File: config.mk
export PLATFORM = sky130hd
export DESIGN_NAME = rtc_top
export DESIGN_NICKNAME = d
export VERILOG_FILES = /design/src/rtc_sram.v /design/src/rtc_top.v
export VERILOG_INCLUDE_DIRS = /design/src
export SDC_FILE = /design/constraint.sdc
export NUM_CORES = 2
export LEC_CHECK = 0
export ABC_CLOCK_PERIOD_IN_PS = 15200
export BUFFER_PORTS_ARGS = -buffer_cell sky130_fd_sc_hd__buf_2
export CAP_MARGIN = 20
export CORE_ASPECT_RATIO = 0.9
export CORE_MARGIN = 2
export CORE_UTILIZATION = 45
export CTS_CLUSTER_SIZE = 24
export DETAILED_ROUTE_END_ITERATION = 10
export GPL_TIMING_DRIVEN = 0
export PLACE_DENSITY = 0.58
export SYNTH_ARGS = -nofsm -noshare
export SYNTH_HDL_FRONTEND = slang
export SYNTH_HIERARCHICAL = 1
export SYNTH_SLANG_ARGS = --single-unit
File: constraint.sdc
create_clock -name clk -period 15.2 [get_ports clk]
set_input_delay 0.76 -clock clk [delete_from_list [all_inputs] [get_ports clk]]
set_output_delay 0.76 -clock clk [all_outputs]
set_load 0.01 [all_outputs]
File: src/rtc_consts.vh
// Purpose: Constants for the always-on seconds clock
// Assumes: Byte addresses on a 12-bit AXI4-Lite address
// Notes:   Offsets are byte addresses of aligned 32-bit words
`ifndef RTC_CONSTS_VH
`define RTC_CONSTS_VH

`define ADDR_W          12
`define CNT_W           47
`define SEC_W           32
`define FRAC_W          15
`define TRIM_W          16

`define OFF_CTRL        12'h000
`define OFF_SEC         12'h004
`define OFF_FRAC        12'h008
`define OFF_LOAD_SEC    12'h00c
`define OFF_LOAD_FRAC   12'h010
`define OFF_ALARM       12'h014
`define OFF_TRIM        12'h018
`define OFF_INT_STAT    12'h01c
`define OFF_INT_MASK    12'h020
`define SRAM_PAGE       4'h1

`define CTRL_EN_BIT     0
`define CTRL_LOAD_BIT   1
`define CTRL_ALARM_BIT  2
`define TRIM_EN_BIT     16
`define TRIM_SLOW_BIT   17

`define EV_W            3
`define EV_ALARM        0
`define EV_LOADED       1
`define EV_SECOND       2

`define RESP_OKAY       2'h0
`define RESP_SLVERR     2'h2

`define STEP_NONE       2'h0
`define STEP_ONE        2'h1
`define STEP_TWO        2'h2

`define SRAM_WORDS      64
`define SRAM_AW         6

`endif

File: src/rtc_sram.v
// Purpose: 256-byte retained scratch memory, 64 words of 32 bits
// Assumes: One write port with byte enables, one registered read port
// Notes:   Contents are never reset so they survive a main-domain reset
`timescale 1ns/1ps
`default_nettype none
`include "rtc_consts.vh"

module rtc_sram (
    input  wire                    clk,
    input  wire                    we,
    input  wire [3:0]              be,
    input  wire [`SRAM_AW-1:0]     waddr,
    input  wire [31:0]             wdata,
    input  wire                    re,
    input  wire [`SRAM_AW-1:0]     raddr,
    output reg  [31:0]             rdata_q
);
    reg [31:0] mem [0:`SRAM_WORDS-1];

    genvar b;
    generate
        for (b = 0; b < 4; b = b + 1) begin : g_lane
            always @(posedge clk) begin
                if (we && be[b]) begin
                    mem[waddr][8*b+7:8*b] <= wdata[8*b+7:8*b];
                end
            end
        end
    endgenerate

    always @(posedge clk) begin
        if (re) begin
            rdata_q <= mem[raddr];
        end
    end
endmodule // rtc_sram

`default_nettype wire

File: src/rtc_top.v
// Purpose: Always-on seconds clock with load, alarm, trim and scratch SRAM
// Assumes: ref_tick_in is the 32.768 kHz reference, already synchronous to clk
// Notes:   One count per rising edge of the reference; registers on AXI4-Lite
`timescale 1ns/1ps
`default_nettype none
`include "rtc_consts.vh"

// Contract
// - One 47-bit counter steps once per reference cycle while enabled.
// - Upper 32 bits are whole seconds, lower 15 bits the fraction.
// - Seconds and fraction are read as two separate register accesses.
// - Clearing the enable bit stops the counter, holding its value.
// - A writable 32-bit staging register holds the seconds to load.
// - A writable 15-bit staging register holds the fraction to load.
// - Setting the load bit copies both staging registers into the counter at once.
// - Hardware clears the load bit after the copy, so software can poll it.
// - Matching the alarm time raises a wake-up request.
// - The counter keeps running while the main system is inactive.
// - A programmable trim adds or drops counts to correct crystal error.
// - 256 bytes of retained scratch SRAM, readable and writable.
// - Control and status registers sit on the always-on peripheral bus.
module rtc_top (
    input  wire                 clk,
    input  wire                 rst,
    input  wire                 ref_tick_in,
    input  wire [`ADDR_W-1:0]   s_axi_awaddr,
    input  wire                 s_axi_awvalid,
    output reg                  s_axi_awready,
    input  wire [31:0]          s_axi_wdata,
    input  wire [3:0]           s_axi_wstrb,
    input  wire                 s_axi_wvalid,
    output reg                  s_axi_wready,
    output reg  [1:0]           s_axi_bresp,
    output reg                  s_axi_bvalid,
    input  wire                 s_axi_bready,
    input  wire [`ADDR_W-1:0]   s_axi_araddr,
    input  wire                 s_axi_arvalid,
    output reg                  s_axi_arready,
    output reg  [31:0]          s_axi_rdata,
    output reg  [1:0]           s_axi_rresp,
    output reg                  s_axi_rvalid,
    input  wire                 s_axi_rready,
    output reg                  irq,
    output reg                  wake
);
    reg  [`CNT_W-1:0]   count_q;
    reg  [`SEC_W-1:0]   load_sec_q;
    reg  [`FRAC_W-1:0]  load_frac_q;
    reg  [`SEC_W-1:0]   alarm_q;
    reg  [31:0]         trim_q;
    reg  [`TRIM_W-1:0]  trim_cnt_q;
    reg                 en_q;
    reg                 load_q;
    reg                 alarm_en_q;
    reg  [`EV_W-1:0]    stat_q;
    reg  [`EV_W-1:0]    mask_q;
    reg                 ref_q;

    reg                 aw_have_q;
    reg                 w_have_q;
    reg  [`ADDR_W-1:0]  aw_addr_q;
    reg  [31:0]         w_data_q;
    reg  [3:0]          w_strb_q;
    reg                 rd_busy_q;
    reg  [`ADDR_W-1:0]  ar_addr_q;

    wire                tick;
    wire                trim_hit;
    reg  [1:0]          step;
    wire [`CNT_W-1:0]   count_d;
    wire [`FRAC_W:0]    frac_sum;
    wire                sec_wrap;
    wire                wr_fire;
    wire                rd_take;
    wire                wr_sram;
    wire                rd_sram_q;
    wire [31:0]         wmask;
    wire [31:0]         sram_rdata;
    wire [`EV_W-1:0]    ev_set;
    wire [`EV_W-1:0]    ev_clr;
    reg  [31:0]         reg_rdata;
    reg                 reg_hit;
    reg                 wr_hit;

    // Reference rising edge; the pin is already in the clk domain
    assign tick = ref_tick_in & ~ref_q;

    // Trim: every period plus one ticks, one extra count is added or one dropped
    assign trim_hit = trim_q[`TRIM_EN_BIT] && (trim_cnt_q == trim_q[`TRIM_W-1:0]);

    always @* begin
        step = `STEP_ONE;
        if (trim_hit) begin
            step = trim_q[`TRIM_SLOW_BIT] ? `STEP_NONE : `STEP_TWO;
        end
    end

    // One wide add carries the fraction wrap straight into the seconds
    assign count_d  = count_q + {{(`CNT_W-2){1'b0}}, step};
    assign frac_sum = {1'b0, count_q[`FRAC_W-1:0]} + {{(`FRAC_W-1){1'b0}}, step};
    assign sec_wrap = en_q && tick && frac_sum[`FRAC_W];

    assign wr_fire  = aw_have_q && w_have_q && !s_axi_bvalid;
    assign rd_take  = s_axi_arvalid && s_axi_arready;
    assign wr_sram  = wr_fire && (aw_addr_q[`ADDR_W-1:8] == `SRAM_PAGE);
    assign rd_sram_q = (ar_addr_q[`ADDR_W-1:8] == `SRAM_PAGE);

    genvar i;
    generate
        for (i = 0; i < 4; i = i + 1) begin : g_mask
            assign wmask[8*i+7:8*i] = {8{w_strb_q[i]}};
        end
    endgenerate

    assign ev_set[`EV_ALARM]  = alarm_en_q && (count_q[`CNT_W-1:`FRAC_W] == alarm_q);
    assign ev_set[`EV_LOADED] = load_q;
    assign ev_set[`EV_SECOND] = sec_wrap;
    assign ev_clr = (wr_fire && aw_addr_q == `OFF_INT_STAT && w_strb_q[0]) ?
                    w_data_q[`EV_W-1:0] : {`EV_W{1'b0}};

    // Counter: load wins over counting; stop simply holds the value
    always @(posedge clk or posedge rst) begin
        if (rst) begin
            count_q    <= {`CNT_W{1'b0}};
            trim_cnt_q <= {`TRIM_W{1'b0}};
            ref_q      <= 1'b0;
        end else begin
            ref_q <= ref_tick_in;
            if (load_q) begin
                count_q    <= {load_sec_q, load_frac_q};
                trim_cnt_q <= {`TRIM_W{1'b0}};
            end else if (en_q && tick) begin
                count_q <= count_d;
                if (trim_hit || !trim_q[`TRIM_EN_BIT]) begin
                    trim_cnt_q <= {`TRIM_W{1'b0}};
                end else begin
                    trim_cnt_q <= trim_cnt_q + {{(`TRIM_W-1){1'b0}}, 1'b1};
                end
            end
        end
    end

    // Register writes
    always @(posedge clk or posedge rst) begin
        if (rst) begin
            en_q        <= 1'b0;
            load_q      <= 1'b0;
            alarm_en_q  <= 1'b0;
            load_sec_q  <= {`SEC_W{1'b0}};
            load_frac_q <= {`FRAC_W{1'b0}};
            alarm_q     <= {`SEC_W{1'b0}};
            trim_q      <= 32'h0000_0000;
            mask_q      <= {`EV_W{1'b0}};
            stat_q      <= {`EV_W{1'b0}};
        end else begin
            // Set wins over a write-one clear in the same cycle
            stat_q <= (stat_q & ~ev_clr) | ev_set;
            if (load_q) begin
                load_q <= 1'b0;
            end
            if (wr_fire) begin
                case (aw_addr_q)
                    `OFF_CTRL: begin
                        if (w_strb_q[0]) begin
                            en_q       <= w_data_q[`CTRL_EN_BIT];
                            alarm_en_q <= w_data_q[`CTRL_ALARM_BIT];
                            if (w_data_q[`CTRL_LOAD_BIT]) begin
                                load_q <= 1'b1;
                            end
                        end
                    end
                    `OFF_LOAD_SEC: begin
                        load_sec_q <= (load_sec_q & ~wmask) | (w_data_q & wmask);
                    end
                    `OFF_LOAD_FRAC: begin
                        load_frac_q <= (load_frac_q & ~wmask[`FRAC_W-1:0]) |
                                       (w_data_q[`FRAC_W-1:0] & wmask[`FRAC_W-1:0]);
                    end
                    `OFF_ALARM: begin
                        alarm_q <= (alarm_q & ~wmask) | (w_data_q & wmask);
                    end
                    `OFF_TRIM: begin
                        trim_q <= (trim_q & ~wmask) | (w_data_q & wmask);
                    end
                    `OFF_INT_MASK: begin
                        if (w_strb_q[0]) begin
                            mask_q <= w_data_q[`EV_W-1:0];
                        end
                    end
                    default: begin
                        mask_q <= mask_q;
                    end
                endcase
            end
        end
    end

    // Write address decode for the response code
    always @* begin
        wr_hit = 1'b0;
        case (aw_addr_q)
            `OFF_CTRL, `OFF_SEC, `OFF_FRAC, `OFF_LOAD_SEC, `OFF_LOAD_FRAC,
            `OFF_ALARM, `OFF_TRIM, `OFF_INT_STAT, `OFF_INT_MASK: wr_hit = 1'b1;
            default: wr_hit = (aw_addr_q[`ADDR_W-1:8] == `SRAM_PAGE);
        endcase
    end

    // Read mux; seconds and fraction are separate words
    always @* begin
        reg_rdata = 32'h0000_0000;
        reg_hit   = 1'b1;
        case (ar_addr_q)
            `OFF_CTRL: begin
                reg_rdata[`CTRL_EN_BIT]    = en_q;
                reg_rdata[`CTRL_LOAD_BIT]  = load_q;
                reg_rdata[`CTRL_ALARM_BIT] = alarm_en_q;
            end
            `OFF_SEC:       reg_rdata = count_q[`CNT_W-1:`FRAC_W];
            `OFF_FRAC:      reg_rdata[`FRAC_W-1:0] = count_q[`FRAC_W-1:0];
            `OFF_LOAD_SEC:  reg_rdata = load_sec_q;
            `OFF_LOAD_FRAC: reg_rdata[`FRAC_W-1:0] = load_frac_q;
            `OFF_ALARM:     reg_rdata = alarm_q;
            `OFF_TRIM:      reg_rdata = trim_q;
            `OFF_INT_STAT:  reg_rdata[`EV_W-1:0] = stat_q;
            `OFF_INT_MASK:  reg_rdata[`EV_W-1:0] = mask_q;
            default: begin
                reg_rdata = rd_sram_q ? sram_rdata : 32'h0000_0000;
                reg_hit   = rd_sram_q;
            end
        endcase
    end

    // Write channels: address and data accepted in either order
    always @(posedge clk or posedge rst) begin
        if (rst) begin
            s_axi_awready <= 1'b0;
            s_axi_wready  <= 1'b0;
            s_axi_bvalid  <= 1'b0;
            s_axi_bresp   <= `RESP_OKAY;
            aw_have_q     <= 1'b0;
            w_have_q      <= 1'b0;
            aw_addr_q     <= {`ADDR_W{1'b0}};
            w_data_q      <= 32'h0000_0000;
            w_strb_q      <= 4'h0;
        end else begin
            if (s_axi_awvalid && s_axi_awready) begin
                aw_addr_q     <= {s_axi_awaddr[`ADDR_W-1:2], 2'h0};
                aw_have_q     <= 1'b1;
                s_axi_awready <= 1'b0;
            end else if (!aw_have_q && !s_axi_bvalid) begin
                s_axi_awready <= 1'b1;
            end
            if (s_axi_wvalid && s_axi_wready) begin
                w_data_q     <= s_axi_wdata;
                w_strb_q     <= s_axi_wstrb;
                w_have_q     <= 1'b1;
                s_axi_wready <= 1'b0;
            end else if (!w_have_q && !s_axi_bvalid) begin
                s_axi_wready <= 1'b1;
            end
            if (wr_fire) begin
                aw_have_q    <= 1'b0;
                w_have_q     <= 1'b0;
                s_axi_bvalid <= 1'b1;
                s_axi_bresp  <= wr_hit ? `RESP_OKAY : `RESP_SLVERR;
            end else if (s_axi_bvalid && s_axi_bready) begin
                s_axi_bvalid <= 1'b0;
            end
        end
    end

    // Read channel: two cycles so SRAM data can come from its register
    always @(posedge clk or posedge rst) begin
        if (rst) begin
            s_axi_arready <= 1'b0;
            s_axi_rvalid  <= 1'b0;
            s_axi_rdata   <= 32'h0000_0000;
            s_axi_rresp   <= `RESP_OKAY;
            rd_busy_q     <= 1'b0;
            ar_addr_q     <= {`ADDR_W{1'b0}};
        end else begin
            if (rd_take) begin
                ar_addr_q     <= {s_axi_araddr[`ADDR_W-1:2], 2'h0};
                rd_busy_q     <= 1'b1;
                s_axi_arready <= 1'b0;
            end else if (rd_busy_q && !s_axi_rvalid) begin
                s_axi_rvalid <= 1'b1;
                s_axi_rdata  <= reg_rdata;
                s_axi_rresp  <= reg_hit ? `RESP_OKAY : `RESP_SLVERR;
            end else if (s_axi_rvalid && s_axi_rready) begin
                s_axi_rvalid <= 1'b0;
                rd_busy_q    <= 1'b0;
                s_axi_arready <= 1'b1;
            end else if (!rd_busy_q) begin
                s_axi_arready <= 1'b1;
            end
        end
    end

    // Interrupt and wake outputs; wake ignores the mask so it cannot be lost
    always @(posedge clk or posedge rst) begin
        if (rst) begin
            irq  <= 1'b0;
            wake <= 1'b0;
        end else begin
            irq  <= |(stat_q & mask_q);
            wake <= stat_q[`EV_ALARM];
        end
    end

    rtc_sram u_sram (
        .clk     (clk),
        .we      (wr_sram),
        .be      (w_strb_q),
        .waddr   (aw_addr_q[`SRAM_AW+1:2]),
        .wdata   (w_data_q),
        .re      (rd_take),
        .raddr   (s_axi_araddr[`SRAM_AW+1:2]),
        .rdata_q (sram_rdata)
    );
endmodule // rtc_top

`default_nettype wire

# ---- After elaboration in Yosys (flattened, before gate mapping)
# Memory sizes are Yosys's and may differ from the RTL's. A register that Yosys moved wholly into a read port is not among the register bits.
# Index checks and enable logic that the tools add are counted.
dict set report word_totals {
  register_bits 286
  mem_bits_rw 2048
  in_bits 68
  output_inout_bits 43
  word_cells 172
  n_memories 1
}
dict set report classes {
  n_addsub 3
  n_eq_ne 22
  mux 46
  bitwise 19
  n_reduce_logical 52
}
# memory depth word_bits rd rd_clocked_by_memory_dff wr line_no
set memory_table {}
lappend memory_table {u_sram.mem 64 32 1 1 1 rtc_sram.v:18} ;# reg [31:0] mem [0:`SRAM_WORDS-1];
# op n
set ops {}
lappend ops {{$and A32 B32 Y32} 4}
lappend ops {{$or A32 B32 Y32} 3}
lappend ops {{$mux W47} 2}
lappend ops {{$pmux W17 S5} 1}
lappend ops {{$pmux W12 S7} 1}
lappend ops {{$eq A10 B3 Y1 const B} 8}
lappend ops {{$mux W16} 3}
lappend ops {{$add A47 B2 Y47} 1}
lappend ops {{$eq A10 B2 Y1 const B} 4}
lappend ops {{$eq A32 B32 Y1} 1}
lappend ops {{$mux W1} 32}
lappend ops {{$mux W32} 1}
lappend ops {{$not A32 Y32} 1}
lappend ops {{$and A15 B15 Y15} 2}
lappend ops {{$pmux W3 S9} 1}
lappend ops {{$logic_not A12 Y1} 2}
lappend ops {{$logic_and A1 B1 Y1} 21}
lappend ops {{$eq A10 B1 Y1 const B} 2}
lappend ops {{$eq A10 B4 Y1 const B} 2}
lappend ops {{$reduce_or A9 Y1} 2}
lappend ops {{$add A15 B2 Y16} 1}
lappend ops {{$add A16 B1 Y16 const B} 1}
lappend ops {{$eq A16 B16 Y1} 1}
lappend ops {{$reduce_and A2 Y1} 8}
lappend ops {{other kinds (18)} 37}

# ---- Depth between registers and ports, before layout
dict set report depth {
  word_depth 8
  mapped_depth 12
}

# ---- Cells and area by module
# Netlist, hierarchy kept.
# module instances cells_per_inst area_per_inst_um2 seq_area_each_um2
set by_module_without_submodules {}
lappend by_module_without_submodules {rtc_sram 1 3576 80091.8 62459.9}
lappend by_module_without_submodules {rtc_top 1 1262 13892.1 7106.8}

# ---- Worst setup path after synthesis
# OpenSTA, ideal clock, no wires.
dict set report synth_timing {
  kind {flip-flop to flip-flop}
  startpoint {reg trim_cnt_q[3]}
  endpoint {reg count_q[24]}
  setup_time_ns 0.133
  arrival_time_ns 3.203
  required_ns 15.067
  path_slack_ns 11.864
  path_stages_with_launch 11
  synth_period_minus_slack_ns 3.336
  cell_sequence {dfrtp_1 xnor2_1 nand4_1 nor4_1 nand2_1 or2_2 fa_1 or4b_2 nor4_1 xnor2_1 o21ai_0}
}
dict set report synth_via {
  elab_chain_len 6
}
# item line_no
set synth_rtl {}
lappend synth_rtl {{from (decl)} rtc_top.v:51} ;# reg [`TRIM_W-1:0] trim_cnt_q;
lappend synth_rtl {{from (signal assigned)} rtc_top.v:125} ;# trim_cnt_q <= {`TRIM_W{1'b0}};
lappend synth_rtl {{from (signal assigned)} rtc_top.v:131} ;# trim_cnt_q <= {`TRIM_W{1'b0}};
lappend synth_rtl {{from (signal assigned)} rtc_top.v:135} ;# trim_cnt_q <= {`TRIM_W{1'b0}};
lappend synth_rtl {{$eq A16 B16 Y1} rtc_top.v:89} ;# assign trim_hit = trim_q[`TRIM_EN_BIT] && (trim_cnt_q == trim_q[`TRIM_W-1:0]);
lappend synth_rtl {{$logic_and A1 B1 Y1} rtc_top.v:89}
lappend synth_rtl {{$mux W2} rtc_top.v:93} ;# if (trim_hit) begin
lappend synth_rtl {{$add A47 B2 Y47} rtc_top.v:99} ;# assign count_d = count_q + {{(`CNT_W-2){1'b0}}, step};
lappend synth_rtl {{$mux W47} rtc_top.v:132} ;# end else if (en_q && tick) begin
lappend synth_rtl {{$mux W47} rtc_top.v:129} ;# if (load_q) begin
lappend synth_rtl {{to (signal assigned)} rtc_top.v:124} ;# count_q <= {`CNT_W{1'b0}};
lappend synth_rtl {{to (signal assigned)} rtc_top.v:130} ;# count_q <= {load_sec_q, load_frac_q};
lappend synth_rtl {{to (signal assigned)} rtc_top.v:133} ;# count_q <= count_d;
lappend synth_rtl {{to (decl)} rtc_top.v:46} ;# reg [`CNT_W-1:0] count_q;
# No other way between the ends. The select of a mux whose other input is x is not followed.
# A chain may end at the register's enable or synchronous reset.

==> run_results.csv <==
group,metric,value,unit
final_layout,syn2layout_area_growth,13.87,%
sta,timing.fmax,0.1851,GHz
sta,fin_tns_setup,0,ns
clock_tree,clk_pin_slew,0.07,ns
clock_tree,clkLatencyLatePin,0.88,ns
yosys,yosysWarnings,6,
global_routing,grt_max_degree,122,
global_routing,grt_pass1_wl,432.0,mm
detailed_routing,drc_errors,0,
detailed_routing,wire_per_inst,39.51,um
placed_design,dp_cells,7757,
yosys,synthCells,4838,
clock_tree,postCtsSetupRepairBufs,0,
setup_path,crit_type,"primary input to flip-flop",
floorplanning,die_h,437.6,um
setup_path,worstPathArrival,6.02,ns
pwr,powerDensity,159.7,nW/um2
sta,layout_min_cycle_time,5.402,ns
flow_run,maxCapViolCount,0,
detailed_routing,drt-total-wl,324.2,mm
sta,worst_pin_slew,1.382,ns
pwr,peakVddDrop,188.7,uV
clock_tree,cts-htree-levels,4,
yosys,synthTopCellsByArea,"edfxtp_1, mux4_2, dfrtp_1",
floorplanning,rows,159,
placed_design,dp_hpwl,228.9,mm
clock_tree,postCtsHoldBufs,1,
setup_path,cp_max_fo,12,
final_layout,drive_gt1_frac,0.2666,
placed_design,gp_congestion,0.9754,
detailed_routing,viasPerCell,6.535,
floorplanning,design.die.area,212500,um2
detailed_routing,num_vias,53630,
setup_path,path_delay_family,"buffers and inverters",
sta,rsz0062_at_grt,"false",
setup_path,path_buf_inv,5,
clock_tree,cts_buffer_depth,3,
min_path,hp-class,"primary input to flip-flop",
clock_tree,cts_buffers,230,
detailed_routing,drt-initial-drc-count,9029,
sta,drv_slew,0,
sta,slew_headroom,0.07846,
yosys,ys_seq_area_frac,0.7402,
global_routing,antenna_found_initial,30,
setup_path,crit_path_frequent_cell,"buf_2",
sta,setup_viol,0,
setup_path,cp_cell_sequence,"buf_2 -> buf_2 -> buf_2 -> buf_2 -> buf_2 -> mux2i_1 -> a221oi_1 -> o22ai_1 -> nor2_1",
clock_tree,cts_tree,"built",
floorplanning,io_pins,111,
sta,hold_violations,0,
global_routing,grt_pass1_vias,49800,
setup_path,cp_slowest_cell,"a221oi_1",
final_layout,ff_latch_area,69650,um2
setup_path,slowest_delay,1.13,ns
yosys,async_reset_ff_frac,0.1201,
yosys,synthTopCellsByCount,"edfxtp_1, mux4_2, nor2_1",
final_layout,stdcell_count,8206,
yosys,ys.flop_type,"edfxtp_1",
yosys,synth_edf_count,2080,
floorplanning,initial_core_util,0.4516,
detailed_routing,drt_pass1_iterations,7,
final_layout,fillers,16700,
yosys,yosysMostFrequentCell,"edfxtp_1",
final_layout,multi_input_area,22970,um2
sta,fin_worst_skew,0.03467,ns
placed_design,place.port_buffers,104,
detailed_routing,drtAntennaViolNets,0,
clock_tree,ctsResizeCount,0,
yosys,syn_avg_cell_area,19.43,um2
final_layout,nets,5330,
clock_tree,cts_sinks,2364,
global_routing,grt.total_usage,0.3025,
global_routing,grt_overflow_total,0,
clock_tree,root_buffer,"clkbuf_16",
floorplanning,core-area,208100,um2
setup_path,worstSetupEndpointType,"flip-flop",
yosys,yosysTopAreaCellShare,0.6646,
yosys,ys_types,75,
yosys,yosysTopAreaCell,"edfxtp_1",
yosys,synth-seq-cells,2364,
yosys,syn_area,93980,um2
sta,min_period_over_period,0.3554,
floorplanning,die_w,485.7,um
pwr,power.total,0.01709,W
status,status,"finished, final reports clean",
pwr,p_leak,34.85,nW
setup_path,worst_setup_path_start_kind,"primary input",
setup_path,crit_required,15.82,ns
[flip-flops by register name, indices dropped and copies added (netlist names), 4 cells and up, named ones only]
name / flops
count_q: 47
w_data_q: 32
u_sram/mem: 2048
s_axi_rdata: 32
u_sram/rdata_q: 32
w_strb_q: 4
aw_addr_q: 10
trim_cnt_q: 16
ar_addr_q: 10
[per-layer routing]
metal / up-vias / GRT usage / part of all wire
met3: 553 / 0.08034 / 0.12
met1: 28940 / 0.4292 / 0.39
met2: 3593 / 0.4483 / 0.45
met4: 2 / 0.1191 / 0.045
met5: - / 0 / 0.000056
li1: 20540 / - / -
[cells by family after synthesis]
logic type / Yosys count / synth area share
and+or+nand+nor: 813 / 0.03922
xor gates and xnor gates: 95 / 0.008853
DFF: 2364 / 0.7402
buffers and inverters: 308 / 0.01575
adders and majority gates: 4 / 0.0006124
muxes: 844 / 0.1652
other: 1 / 0.00003990
AOI/OAI and AO/OA: 409 / 0.03015
[final cells by class]
class	instances	share of cell area
clock buffers	305	0.05774
multi-input cells	2167	0.2146
diodes	15	0.0003507
inverters	29	0.001087
flip-flops and latches	2364	0.6508
clock inverters	123	0.01128
repair buffers	187	0.01920
plain buffers	279	0.01294
well taps	2737	0.03200
[path summary, 6_finish.rpt]
kind	startpoint	end	slack, ns	depth (start not counted)
max in group asynchronous	rst	w_data_q[20]$_DFFE_PP0P_	13.21	5
min in group asynchronous	rst	s_axi_awready$_DFFE_PP0P_	0.45	3
max reg2reg	flip-flop	count_q[42]$_DFFE_PP0P_	10.79	10
max	s_axi_araddr[4]	u_sram/rdata_q[28]$_DFFE_PP_	9.80	9
min	s_axi_bready	s_axi_bvalid$_DFFE_PP0P_	0.08	2
min reg2reg	s_axi_rresp[1]$_DFFE_PP0P_	s_axi_rresp[1]$_DFFE_PP0P_	0.48	1
[through the flow]
step           setup WS [ns]  hold slack (ns)  cell area (um2)  utilization
4_1_cts                10.46          0.02808           106900       0.5138
3_3_place_gp           3.140           0.4540            97930       0.4706
3_5_place_dp           9.559           0.4726            99520       0.4782
5_1_grt                10.04          0.04127           107000       0.5141
6_report               9.798          0.07854           107000       0.5143
2_1_floorplan          6.604           0.3831            93990            -
[report_power, final]
group,internal [W],total [W],switching [W]
Sequential,0.00812,0.00878,0.000652
Clock,0.00316,0.00567,0.00251
Combinational,0.000762,0.00264,0.00188
[cells in the final DEF, fill, tap and decap left out, types with 51 or more instances in the layout]
cell type and count:
a22oi_1 70, nor2_1 349, buf_2 177, mux2_2 208, xnor2_1 56, clkbuf_16 232
mux4_2 543, o22ai_1 51, edfxtp_1 2080, nand2_1 223, dfrtp_1 252, o21ai_0 73
clkbuf_1 196, mux2i_1 88
Power figures use the tool's default switching activity.
